### src/shared/gpl_regs.svh
// register offsets, field positions, masks and reset values of the gpio block
`ifndef GPL_REGS_SVH
`define GPL_REGS_SVH

`define GPL_ADDR_P0_DATA 8'h80
`define GPL_ADDR_LCD_DIV 8'h8f
`define GPL_ADDR_P1_DATA 8'h90
`define GPL_ADDR_P1_DIR 8'h91
`define GPL_ADDR_DRIVE 8'h97
`define GPL_ADDR_P0_DIR 8'h9a
`define GPL_ADDR_P0_PU 8'h9b
`define GPL_ADDR_P0_HALF 8'h9c
`define GPL_ADDR_P2_DATA 8'ha0
`define GPL_ADDR_P2_DIR 8'ha1
`define GPL_ADDR_P2_PU 8'ha2
`define GPL_ADDR_P1_PU 8'h92

`define GPL_P0_MASK 8'h3f
`define GPL_P1_MASK 8'hcf
`define GPL_P2_MASK 8'hf3
`define GPL_HALF_MASK 8'h1f
`define GPL_DIV_MASK 8'h0c
`define GPL_DRIVE_MASK 8'hff

`define GPL_P2_UP_LSB 6
`define GPL_P2_LO_LSB 4
`define GPL_P0_UP_LSB 2
`define GPL_P0_LO_LSB 0
`define GPL_DIV_LSB 2

`define GPL_RESET_VALUE 8'h00

`endif

### src/shared/gpl_pkg.sv
// types shared by the gpio block
package gpl_pkg;
    typedef logic [1:0] gpl_level_t;
    typedef enum logic [1:0] {
        GPL_DIV_OFF,
        GPL_DIV_12K5,
        GPL_DIV_37K5,
        GPL_DIV_87K5
    } gpl_div_t;
    typedef struct packed {
        logic [7:0] data;
        logic [7:0] dir;
        logic [7:0] pu;
    } gpl_port_t;
endpackage

### src/logic/gpl_gpio.sv
// top of the gpio block: registers, three ports and lcd bias control
//
// Contract
// direction bit 0 makes input, 1 makes push-pull output of data bit
// pull-up select acts only while the pin is an input
// input pull-up select 0 is high impedance, 1 enables pull-up
// reading data register of output pins returns stored data, not pad
// drive register bits 7:6 and 5:4 set port 2 nibble levels
// drive register bits 3:2 and 1:0 set port 0 nibble levels
// port 0 pins 0..4 have half-supply enables in bits 4:0
// enable 0 means ordinary io; enable 1 with data 1 gives half supply
// divider field bits 3:2 selects off, 12.5k, 37.5k or 87.5k
// implemented pins fixed; data, direction, pull-up reset to zero
// software sets unused pins as push-pull outputs
// unimplemented bits ignore writes, read zero, affect no pin
module gpl_gpio
    import gpl_pkg::*;
(
    input wire logic clk_i,
    input wire logic reset_n_i,
    input wire logic [7:0] addr_i,
    input wire logic [7:0] wdata_i,
    input wire logic wr_i,
    input wire logic rd_i,
    output logic [7:0] rdata_o,
    input wire logic [7:0] p0_pad_i,
    input wire logic [7:0] p1_pad_i,
    input wire logic [7:0] p2_pad_i,
    output logic [7:0] p0_pad_o,
    output logic [7:0] p1_pad_o,
    output logic [7:0] p2_pad_o,
    output logic [7:0] p0_pad_oe_o,
    output logic [7:0] p1_pad_oe_o,
    output logic [7:0] p2_pad_oe_o,
    output logic [7:0] p0_pullup_o,
    output logic [7:0] p1_pullup_o,
    output logic [7:0] p2_pullup_o,
    output logic [4:0] p0_half_supply_o,
    output logic [3:0] lcd_divider_en_o,
    output gpl_level_t port0_lower_drive_level_o,
    output gpl_level_t port0_upper_drive_level_o,
    output gpl_level_t port2_lower_drive_level_o,
    output gpl_level_t port2_upper_drive_level_o
);
    `include "gpl_regs.svh"

    // ------------------------------------------------------------
    // state
    // ------------------------------------------------------------
    typedef struct packed {
        gpl_port_t p0;
        gpl_port_t p1;
        gpl_port_t p2;
        logic [7:0] drive;
        logic [7:0] half;
        logic [7:0] div;
        logic [7:0] rdata;
    } gpl_state_t;

    gpl_state_t s_q;
    gpl_state_t s_d;

    logic [7:0] p0_read;
    logic [7:0] p1_read;
    logic [7:0] p2_read;
    logic [7:0] p0_half_all;
    logic [7:0] unused_p1_half;
    logic [7:0] unused_p2_half;

    // masks every stored byte so absent bits never hold a one
    function automatic logic [7:0] gpl_mask(input logic [7:0] addr);
        unique case (addr)
            `GPL_ADDR_P0_DATA, `GPL_ADDR_P0_DIR, `GPL_ADDR_P0_PU: gpl_mask = `GPL_P0_MASK;
            `GPL_ADDR_P1_DATA, `GPL_ADDR_P1_DIR, `GPL_ADDR_P1_PU: gpl_mask = `GPL_P1_MASK;
            `GPL_ADDR_P2_DATA, `GPL_ADDR_P2_DIR, `GPL_ADDR_P2_PU: gpl_mask = `GPL_P2_MASK;
            `GPL_ADDR_P0_HALF: gpl_mask = `GPL_HALF_MASK;
            `GPL_ADDR_LCD_DIV: gpl_mask = `GPL_DIV_MASK;
            `GPL_ADDR_DRIVE: gpl_mask = `GPL_DRIVE_MASK;
            default: gpl_mask = 8'h00;
        endcase
    endfunction

    // ------------------------------------------------------------
    // register writes and read mux
    // ------------------------------------------------------------
    always_comb begin
        logic [7:0] wv;
        wv = wdata_i & gpl_mask(addr_i);
        s_d = s_q;
        if (wr_i) begin
            unique case (addr_i)
                `GPL_ADDR_P0_DATA: s_d.p0.data = wv;
                `GPL_ADDR_P0_DIR: s_d.p0.dir = wv;
                `GPL_ADDR_P0_PU: s_d.p0.pu = wv;
                `GPL_ADDR_P1_DATA: s_d.p1.data = wv;
                `GPL_ADDR_P1_DIR: s_d.p1.dir = wv;
                `GPL_ADDR_P1_PU: s_d.p1.pu = wv;
                `GPL_ADDR_P2_DATA: s_d.p2.data = wv;
                `GPL_ADDR_P2_DIR: s_d.p2.dir = wv;
                `GPL_ADDR_P2_PU: s_d.p2.pu = wv;
                `GPL_ADDR_DRIVE: s_d.drive = wv; // see R5
                `GPL_ADDR_P0_HALF: s_d.half = wv;
                `GPL_ADDR_LCD_DIV: s_d.div = wv;
                default: s_d = s_q;
            endcase
        end
        // data stands only in the cycle after the read strobe
        s_d.rdata = 8'h00;
        if (rd_i) begin
            unique case (addr_i)
                `GPL_ADDR_P0_DATA: s_d.rdata = p0_read;
                `GPL_ADDR_P0_DIR: s_d.rdata = s_q.p0.dir;
                `GPL_ADDR_P0_PU: s_d.rdata = s_q.p0.pu;
                `GPL_ADDR_P1_DATA: s_d.rdata = p1_read;
                `GPL_ADDR_P1_DIR: s_d.rdata = s_q.p1.dir;
                `GPL_ADDR_P1_PU: s_d.rdata = s_q.p1.pu;
                `GPL_ADDR_P2_DATA: s_d.rdata = p2_read;
                `GPL_ADDR_P2_DIR: s_d.rdata = s_q.p2.dir;
                `GPL_ADDR_P2_PU: s_d.rdata = s_q.p2.pu;
                `GPL_ADDR_DRIVE: s_d.rdata = s_q.drive;
                `GPL_ADDR_P0_HALF: s_d.rdata = s_q.half;
                `GPL_ADDR_LCD_DIV: s_d.rdata = s_q.div;
                default: s_d.rdata = 8'h00;
            endcase
        end
    end

    always_ff @(posedge clk_i or negedge reset_n_i) begin
        if (!reset_n_i) begin
            s_q <= '0;
        end else begin
            s_q <= s_d;
        end
    end

    // ------------------------------------------------------------
    // ports
    // ------------------------------------------------------------
    // implemented pin sets
    gpl_pin_port #(.IMPL(`GPL_P0_MASK)) u_port0 (
        .data_i(s_q.p0.data),
        .dir_i(s_q.p0.dir),
        .pu_i(s_q.p0.pu),
        .half_i(s_q.half),
        .pad_i(p0_pad_i),
        .pad_o(p0_pad_o),
        .pad_oe_o(p0_pad_oe_o),
        .pullup_o(p0_pullup_o),
        .half_o(p0_half_all),
        .read_o(p0_read)
    );

    gpl_pin_port #(.IMPL(`GPL_P1_MASK)) u_port1 (
        .data_i(s_q.p1.data),
        .dir_i(s_q.p1.dir),
        .pu_i(s_q.p1.pu),
        .half_i(8'h00),
        .pad_i(p1_pad_i),
        .pad_o(p1_pad_o),
        .pad_oe_o(p1_pad_oe_o),
        .pullup_o(p1_pullup_o),
        .half_o(unused_p1_half),
        .read_o(p1_read)
    );

    gpl_pin_port #(.IMPL(`GPL_P2_MASK)) u_port2 (
        .data_i(s_q.p2.data),
        .dir_i(s_q.p2.dir),
        .pu_i(s_q.p2.pu),
        .half_i(8'h00),
        .pad_i(p2_pad_i),
        .pad_o(p2_pad_o),
        .pad_oe_o(p2_pad_oe_o),
        .pullup_o(p2_pullup_o),
        .half_o(unused_p2_half),
        .read_o(p2_read)
    );

    // ------------------------------------------------------------
    // lcd bias and drive levels
    // ------------------------------------------------------------
    assign p0_half_supply_o = p0_half_all[4:0]; // see R7

    gpl_lcd_bias u_bias (
        .div_sel_i(s_q.div[`GPL_DIV_LSB +: 2]),
        .half_i(p0_half_all[4:0]),
        .div_en_o(lcd_divider_en_o)
    );

    // code 00 strongest, 11 weakest
    assign port2_upper_drive_level_o = s_q.drive[`GPL_P2_UP_LSB +: 2];
    assign port2_lower_drive_level_o = s_q.drive[`GPL_P2_LO_LSB +: 2];
    assign port0_upper_drive_level_o = s_q.drive[`GPL_P0_UP_LSB +: 2];
    assign port0_lower_drive_level_o = s_q.drive[`GPL_P0_LO_LSB +: 2];

    assign rdata_o = s_q.rdata;
endmodule // gpl_gpio

### src/logic/gpl_pin_port.sv
// one 8-bit port: pad control and read-back
module gpl_pin_port
    import gpl_pkg::*;
#(
    parameter logic [7:0] IMPL = 8'hff
) (
    input wire logic [7:0] data_i,
    input wire logic [7:0] dir_i,
    input wire logic [7:0] pu_i,
    input wire logic [7:0] half_i,
    input wire logic [7:0] pad_i,
    output logic [7:0] pad_o,
    output logic [7:0] pad_oe_o,
    output logic [7:0] pullup_o,
    output logic [7:0] half_o,
    output logic [7:0] read_o
);
    genvar k;
    generate
        for (k = 0; k < 8; k++) begin : g_pin
            if (IMPL[k]) begin : g_on
                // half-supply level takes over the pad only with data high
                assign half_o[k] = half_i[k] & data_i[k];
                assign pad_oe_o[k] = dir_i[k] & ~half_o[k];
                assign pad_o[k] = data_i[k];
                assign pullup_o[k] = ~dir_i[k] & pu_i[k] & ~half_o[k]; // see R2
                assign read_o[k] = dir_i[k] ? data_i[k] : pad_i[k];
            end else begin : g_off
                // absent pin: inert whatever software wrote
                assign half_o[k] = 1'b0;
                assign pad_oe_o[k] = 1'b0;
                assign pad_o[k] = 1'b0;
                assign pullup_o[k] = 1'b0;
                assign read_o[k] = 1'b0;
            end
        end
    endgenerate
endmodule // gpl_pin_port

### src/logic/gpl_lcd_bias.sv
// lcd half-supply divider control
module gpl_lcd_bias
    import gpl_pkg::*;
(
    input wire logic [1:0] div_sel_i,
    input wire logic [4:0] half_i,
    output logic [3:0] div_en_o
);
    gpl_div_t sel;
    always_comb begin
        sel = gpl_div_t'(div_sel_i);
        div_en_o = 4'h0;
        unique case (sel)
            GPL_DIV_OFF: div_en_o = 4'h0;
            GPL_DIV_12K5: div_en_o = {3'h0, |half_i};
            GPL_DIV_37K5: div_en_o = {2'h0, |half_i, 1'b0};
            // top enable bit has no divider behind it and stays low
            GPL_DIV_87K5: div_en_o = {1'b0, |half_i, 2'h0};
        endcase
    end
endmodule // gpl_lcd_bias

### config.mk
export PLATFORM = sky130hd
export DESIGN_NAME = gpl_gpio
export DESIGN_NICKNAME = d
export VERILOG_FILES = /design/src/shared/gpl_pkg.sv /design/src/logic/gpl_gpio.sv /design/src/logic/gpl_pin_port.sv /design/src/logic/gpl_lcd_bias.sv
export VERILOG_INCLUDE_DIRS = /design/src /design/src/shared
export SDC_FILE = /design/constraint.sdc
export NUM_CORES = 1
export LEC_CHECK = 0
export ABC_AREA = 1
export BUFFER_PORTS_ARGS = -buffer_cell sky130_fd_sc_hd__buf_4
export CAP_MARGIN = 30
export CORE_MARGIN = 3
export CORE_UTILIZATION = 25
export CTS_BUF_LIST = sky130_fd_sc_hd__clkbuf_8
export DETAILED_ROUTE_END_ITERATION = 6
export SYNTH_ARGS = -nofsm -noshare
export SYNTH_HDL_FRONTEND = slang
export SYNTH_SLANG_ARGS = --single-unit
### constraint.sdc
create_clock -name clk_i -period 1.1 [get_ports clk_i]
set_input_delay 0.275 -clock clk_i [delete_from_list [all_inputs] [get_ports clk_i]]
set_output_delay 0.275 -clock clk_i [all_outputs]
set_load 0.01 [all_outputs]
# Word-level counts from Yosys, hierarchy flattened
# Index checks and enable logic that the tools add are counted.
[totals]
register_bits = 102
latch_bits = 0
mem_bits_rw = 0
mem_bits_ro = 0
inputBits = 44
out_inout_bits = 97
word_cells = 128
n_memories = 0
[classes]
n_addsub = 0
multipliers = 0
n_div = 0
n_lt_le_gt_ge = 0
n_eq_ne = 15
shift = 0
muxes = 22
bitwise = 61
n_reduce_logical = 17
[ops]
columns = ["op", "n"]
rows = [
  ["$eq 8x8->1 const B", 12],
  ["$pmux 8 s12", 1],
  ["$pmux 8 s6", 1],
  ["$and 1x1->1", 36],
  ["$not 1->1", 24],
  ["$reduce_and 2->1", 12],
  ["$mux 1", 18],
  ["$pmux 4 s4", 1],
  ["$reduce_or 3->1", 3],
  ["$and 8x8->8", 1],
  ["$mux 8", 1],
  ["$reduce_or 5->1", 1],
  ["$eq 2x2->1 const B", 2],
  ["$eq 2x1->1 const B", 1],
  ["$logic_not 2->1", 1],
]

# Depth between registers and ports, before layout
# Gate-level depths: netlist of the first run.
[logic_depth]
ltp_word = 4
mapped_depth = 11
depth_no_buf = 9

# By module
# Synthesis of the first run repeated with hierarchy kept, for this count alone.
[hier_totals]
hier_cells = 929
area_unflattened_um2 = 6660.1
[modules_own_cells]
columns = ["module", "instances", "cells_each", "area_per_inst_um2", "seq_area_each_um2"]
rows = [
  ["gpl_gpio", 1, 698, 5462.7, 2602.5],
  ["gpl_pin_port", 3, 71, 371.6, 0.0],
  ["gpl_lcd_bias", 1, 18, 82.6, 0.0],
]

# Worst setup path after synthesis of the first run
# OpenSTA, ideal clock, no wires.
[synth_timing]
path_type = "input -> register"
from = "input port addr_i[6]"
to = "register s_q[40] in the netlist's numbering"
setup_ns = 0.118
t_arrival_ns = 1.278
t_required_ns = 0.982
path_slack_ns = -0.296
path_stages = 11
path_buffers = 2
path_cell_list = "inv_2 -> nand2_1 -> nor2_2 -> buf_4 -> nand2_2 -> nand2_1 -> nor2_1 -> nand2_4 -> buf_6 -> nand3_1 -> nand2_1"
[synth_via]
elab_chain_cells = 4
word_cells_on_any_way = 18
classes_between = "eq/ne (12); mux (1); bitwise (1); reduce/logical (4)"
[synth_lines]
columns = ["element", "line_no", "rtl"]
rows = [
  ["from (decl)", "gpl_gpio.sv:21", "input wire logic [7:0] addr_i,"],
  ["$eq 8x8->1, on equally long branches", "gpl_gpio.sv:72, gpl_gpio.sv:91", ""],
  ["$reduce_or 3->1", "gpl_gpio.sv:72", "unique case (addr)"],
  ["$pmux 8 s6", "gpl_gpio.sv:72", ""],
  ["$and 8x8->8", "gpl_gpio.sv:88", "wv = wdata_i & gpl_mask(addr_i);"],
  ["to (signal assigned)", "gpl_gpio.sv:130", "s_q <= '0;"],
  ["to (signal assigned)", "gpl_gpio.sv:132", "s_q <= s_d;"],
  ["to (decl)", "gpl_gpio.sv:60", "gpl_state_t s_q;"],
]
# Parallel ways exist; a longest one is shown, timed or not.
# A chain may end at the register's enable or synchronous reset.

# Worst setup path in the final report of the first run
[layout_timing]
from = "register s_q[16] in the netlist's numbering"
to = "output port lcd_divider_en_o[1]"
[layout_via]
elab_chain_cells = 3
[layout_lines]
columns = ["element", "line_no", "rtl"]
rows = [
  ["$and 1x1->1", "gpl_pin_port.sv:23", "assign half_o[k] = half_i[k] & data_i[k];"],
  ["$reduce_or 5->1", "gpl_lcd_bias.sv:16", "GPL_DIV_37K5: div_en_o = {2'h0, |half_i, 1'b0};"],
  ["$pmux 4 s4", "gpl_lcd_bias.sv:13", "unique case (sel)"],
  ["to (decl)", "gpl_gpio.sv:39", "output logic [3:0] lcd_divider_en_o,"],
]
# Every way passes these cells. The select of a mux whose other input is x is not followed.

==> results of run 1 <==
critical path: cells and delay by family, from the launching register on:
family                 cells  cell delay (ns)
and+or+nand+nor            4             0.47
buffers and inverters      1             0.14
DFF                        1             0.42
registers in the layout, indices dropped and copies added (netlist names):
register                   count
s_q                           82
rdata_o                        8
port0_lower_drive_level_o      2
port0_upper_drive_level_o      2
port2_lower_drive_level_o      2
port2_upper_drive_level_o      2
power groups by stage:
stage          clock network, mW  registers (mW)  logic [mW]
6_report                    2.45            3.63       0.981
5_1_grt                     2.64            3.64        1.04
4_1_cts                     2.50            3.63       0.861
3_5_place_dp                   0            3.70       0.721
3_3_place_gp                   0            3.70       0.714
2_1_floorplan                  0            3.70       0.352
metal layers:
metal	global-route usage	wire length (um)	vias to the layer above
met1	0.247	9910	3058
met4	0.0727	620	0
met5	0	0	-
li1	-	-	2990
met2	0.284	11100	251
met3	0.0300	1720	42
layout make-up:
class                           instances  area (um^2)
Inverter                               95          450
Tap cell                              280          350
Timing Repair inverter                  2         12.5
Clock buffer                           10          138
Fill cell                            2056        11900
Clock inverter                          6         58.8
Sequential cell                        98         2450
Timing Repair Buffer                  314         3200
Multi-Input combinational cell        554         3640
cells in the final DEF, fill, tap and decap left out, types with 2 or more instances in the layout:
| master | netlist | layout |
|---|---|---|
| o21ai_2 | 0 | 9 |
| buf_12 | 0 | 17 |
| nor2_2 | 12 | 14 |
| buf_6 | 2 | 143 |
| nor2_1 | 63 | 24 |
| clkbuf_8 | 0 | 10 |
| inv_1 | 86 | 61 |
| inv_6 | 0 | 2 |
| buf_8 | 0 | 2 |
| nor3_2 | 0 | 3 |
| nand2_8 | 0 | 13 |
| nand2_2 | 2 | 51 |
| nand3_2 | 2 | 68 |
| conb_1 | 1 | 19 |
| nand2_4 | 2 | 24 |
| dfrtp_1 | 98 | 97 |
| inv_4 | 0 | 15 |
| nand3_4 | 0 | 4 |
| clkinv_4 | 0 | 4 |
| o21ai_0 | 24 | 4 |
| buf_4 | 68 | 147 |
| clkbuf_16 | 0 | 2 |
| nor2_4 | 6 | 43 |
| nand3_1 | 142 | 72 |
| o21ai_1 | 2 | 13 |
| inv_2 | 8 | 15 |
| nand2_1 | 267 | 189 |
through the flow:
| step | worst slack [ns] | area [um^2] |
|---|---|---|
| after floorplan | -0.168 | 6110 |
| after global routing | -0.665 | 10300 |
| after global placement | -0.611 | 7750 |
| after CTS | -0.687 | 9450 |
| final | -0.585 | 10300 |
| after detailed placement | -0.617 | 7750 |
path summary, 6_finish.rpt:
check                           from                  end  cells past startpoint  slack [ns]
min reg2reg                  s_q[22]              s_q[22]                      2        0.48
min                             rd_i           rdata_o[6]                      3        0.14
min in group asynchronous  reset_n_i              s_q[89]                      2        0.31
max in group asynchronous  reset_n_i           rdata_o[7]                      3        0.33
max reg2reg                 s_q[101]           rdata_o[5]                     10       -0.23
max                          s_q[16]  lcd_divider_en_o[1]                      5       -0.58
cells by family (layout without fill, tap and decap cells):
kind of cell | Yosys count | after routing | share of synthesized area
AND/OR/NAND/NOR | 502 | 508 | 0.380
flip-flops | 98 | 98 | 0.427
other | 1 | 19 | 0.000653
buffers and inverters | 182 | 427 | 0.169
AO/OA/AOI/OAI | 27 | 27 | 0.0235
what timing repair did:
item,CTS,global route
pin swaps,101,127
gates resized for setup,266,177
gates cloned,8,4
buffers inserted,52,32
hold buffers,1,0
endpoints found under the setup margin,155,171
hold endpoints to repair,14,0
==> impl_metrics.py, run 1 <==
metrics = {
    "power_and_ir_drop": {
        "powerDensity_nw_per_um2": 686,
        "switching_share": 0.274,
        "power_frac_seq": 0.514,
        "clkPwrFrac": 0.347,
        "ir_drop_mv": 0.338,
        "p_leak_nw": 5.45,
        "internal_power_mw": 5.13,
        "p_switching_mw": 1.94,
        "p_comb_frac": 0.139,
        "finalPower_mw": 7.06,
    },
    "sta": {
        "slew_viol_final": 0,
        "hold_viol": 0,
        "period_share": 1.53,
        "finalSetupViolations": 133,
        "fin_crit_ns": 1.68,
        "whs_ns": 0.138,
        "rsz0062_at_grt": "yes",
        "fin_skew_ns": 0.0224,
        "setup_slack_ns": -0.585,
        "fin_tns_setup_ns": -24.37,
        "fmax_mhz": 594,
    },
    "routing": {
        "routed_wl_um": 23300,
        "ant_nets": 0,
        "vias": 6341,
        "wire_per_inst_um": 17.2,
        "via_per_inst": 4.67,
        "drc": 0,
        "dr.first_iter.drc_count": 543,
        "first_pass_iters": 5,
    },
    "placement": {
        "dp_hpwl_um": 15900,
        "place_inst": 1258,
        "io_buffers": 115,
        "place_congestion": 0.886,
    },
    "grt": {
        "grt_pass1_vias": 6180,
        "grt_pass1_wl_um": 34000,
        "grt-ovfl-total": 0,
        "track_usage": 0.180,
        "grt_max_degree": 27,
        "antenna_found_initial": 0,
    },
    "setup_path": {
        "worst-endpoint-arrival_ns": 1.41,
        "cp-start-kind": "flop",
        "crit_chain": "nand2_2 > nand3_4 > nor3_4 > nor3_2 > buf_4",
        "critical_path_class": "flop to output pin",
        "cp.required_ns": 0.82,
        "worstPathMaxFanout": 3,
        "slowest_stage": "dfrtp_1",
        "cp_slowest_stage_delay_ns": 0.42,
        "cp-end-kind": "output pin",
    },
    "floorplan": {
        "die_w_um": 158,
        "dieArea_um2": 24800,
        "rows": 54,
        "boundaryPins": 141,
        "start_util": 0.259,
        "die_height_um": 158,
        "coreArea_um2": 22200,
    },
    "synth": {
        "ys_warn_count": 0,
        "synth_most_common_cell": "nand2_1",
        "syn_avg_cell_area_um2": 7.09,
        "synthFlopType": "dfrtp_1",
        "seq_area_frac_synth": 0.427,
        "syn_area_um2": 5740,
        "synth.distinct_cells": 23,
        "yosys_register_bits": 98,
        "synth_edf_count": 0,
        "synth_top_cell_area_share": 0.427,
        "synth.area.top_cells": "dfrtp_1 (43%), nand2_1 (17%), nand3_1 (12%)",
        "synth_top_cell_by_area": "dfrtp_1",
        "syn-instance-count": 810,
        "async_flop_share": 1.00,
        "synth_common_cells": "nand2_1 (267), nand3_1 (142), dfrtp_1 (98)",
    },
    "status": {
        "violations": "setup timing",
        "status": "finished with violations",
    },
    "hold_path": {
        "hold_class": "input port to flop",
    },
    "clock_network": {
        "cts_max_path_buffers": 2,
        "htreeDepth": 3,
        "cts.sinks": 98,
        "cts_root_buf": "clkbuf_8",
        "clkTransAtPathRegs_ns": 0.10,
        "cts_buffers": 9,
        "insertion_delay_ns": 0.40,
        "cts_tree": "done",
    },
    "cells_and_area": {
        "nets": 1118,
        "fin_cells": 1359,
        "drive_above_1_share": 0.553,
        "finish.utilization": 0.465,
        "area_growth_pct": 79.5,
        "n_antenna_cell": 0,
    },
    "run": {
        "maxCapViolations": 0,
    },
}
No activity file was read; power rests on OpenSTA's default activity.
==> inputs of run 2 (changes only) <==
==> constraint.sdc (replaced) <==
create_clock -name clk_i -period 1.4 [get_ports clk_i]
set_input_delay 0.35 -clock clk_i [delete_from_list [all_inputs] [get_ports clk_i]]
set_output_delay 0.35 -clock clk_i [all_outputs]
set_load 0.01 [all_outputs]
==> impl_metrics.py, run 2 (synthesized netlist as in run 1, its figures left out) <==
metrics = {
    "setup_path": {
        "worstPathMaxFanout": 3,
        "critical_path_class": "flop to output pin",
        "cp.required_ns": 1.05,
        "cp-start-kind": "flop",
        "cp-end-kind": "output pin",
        "worst-endpoint-arrival_ns": 1.47,
    },
    "grt": {
        "antenna_found_initial": 0,
        "grt_pass1_vias": 5310,
        "grt-ovfl-total": 0,
        "grt_max_degree": 64,
        "grt_pass1_wl_um": 29800,
        "track_usage": 0.156,
    },
    "power_and_ir_drop": {
        "ir_drop_mv": 0.387,
        "p_leak_nw": 4.59,
        "powerDensity_nw_per_um2": 631,
    },
    "sta": {
        "hold_viol": 0,
        "fin_skew_ns": 0.0135,
        "rsz0062_at_grt": "yes",
        "period_share": 1.30,
        "slew_viol_final": 0,
        "setup_slack_ns": -0.425,
        "fmax_mhz": 548,
        "finalSetupViolations": 27,
        "fin_crit_ns": 1.82,
        "whs_ns": 0.219,
    },
    "placement": {
        "place_inst": 1217,
        "place_congestion": 0.873,
        "dp_worst_setup_slack_ns": -0.316,
        "io_buffers": 115,
        "dp_hpwl_um": 14700,
        "placed_area_um2": 7190,
    },
    "cells_and_area": {
        "fillCellCount": 2303,
        "fin_cells": 1282,
        "layout_commonest_cell": "nand2_1",
        "largest_reg_flops": 82,
        "nets": 1041,
        "largest_register": "s_q",
        "mostFrequentLayoutCells": "nand2_1 (247), buf_4 (195), nand3_1 (136)",
        "n_antenna_cell": 0,
        "drive_above_1_share": 0.374,
        "area_growth_pct": 42.2,
        "stdcell_area_um2": 8160,
        "finish.utilization": 0.368,
    },
    "clock_network": {
        "cts_max_path_buffers": 2,
        "clkTransAtPathRegs_ns": 0.11,
        "cts_tree": "done",
        "cts_root_buf": "clkbuf_8",
        "insertion_delay_ns": 0.39,
        "cts.sinks": 98,
        "htreeDepth": 3,
        "cts_buffers": 9,
    },
    "floorplan": {
        "start_util": 0.259,
        "rows": 54,
        "dieArea_um2": 24800,
        "boundaryPins": 141,
        "die_height_um": 158,
        "die_w_um": 158,
        "coreArea_um2": 22200,
    },
    "status": {
        "violations": "setup timing",
        "status": "finished with violations",
    },
    "routing": {
        "first_pass_iters": 7,
        "drc": 0,
        "vias": 5798,
        "routed_wl_um": 20100,
        "ant_nets": 0,
        "dr.first_iter.drc_count": 521,
        "wire_per_inst_um": 15.7,
        "via_per_inst": 4.52,
    },
    "run": {
        "maxCapViolations": 0,
    },
    "hold_path": {
        "hold_class": "input port to flop",
    },
}
==> run 2: worst paths after layout <==
check | startpoint | end | slack, ns | cells past startpoint
min in group asynchronous | reset_n_i | s_q[72] | 0.51 | 3
max in group asynchronous | reset_n_i | s_q[47] | 0.45 | 3
setup reg to reg | s_q[64] | rdata_o[0] | 0.05 | 9
hold reg to reg | s_q[35] | s_q[35] | 0.48 | 2
hold / removal | rd_i | rdata_o[3] | 0.22 | 3
setup / recovery | s_q[100] | lcd_divider_en_o[1] | -0.42 | 6
==> run 2: area by class of cell <==
class,instances,area (um^2),share of cell area
Multi-Input combinational cell,550,2680,0.328
Tap cell,280,350,0.0429
Sequential cell,98,2460,0.302
Inverter,95,368,0.0451
Clock inverter,7,52.6,0.00644
Clock buffer,9,124,0.0152
Timing Repair Buffer,243,2130,0.261
==> run 2: per-stage QoR <==
step / setup TNS, ns / total power [mW]
floorplan: 0 / 3.14
CTS: -5.33 / 5.15
global route: -7.26 / 5.33
detailed placement: -24.36 / 3.41
global placement: -22.23 / 3.40
finish: -5.01 / 5.15
==> run 2: critical path, cell delays in order, from the launching register on <==
cell and delay (ns):
dfrtp_1 0.42, nand2_2 0.11, nand3_4 0.09, nor3_2 0.12
buf_4 0.16, nor3_2 0.04, buf_4 0.14
==> run 2: timing repair <==
action	4_1_cts	5_1_grt
resized for setup	50	87
pin swaps	18	30
cloned	0	3
hold buffers	1	0
buffers inserted	35	22
endpoints found under the setup margin	43	81
hold endpoints to repair	55	0
==> run 2: power breakdown <==
part | internal [mW] | switching [mW]
Combinational | 0.211 | 0.325
Clock | 0.658 | 1.10
Sequential | 2.84 | 0.0127
==> run 2: metal layers <==
metal,vias up,part of all wire,track usage
met4,0,0.0088,0.0215
li1,2816,-,-
met5,-,0,0
met3,16,0.083,0.0368
met1,2752,0.45,0.226
met2,214,0.46,0.243
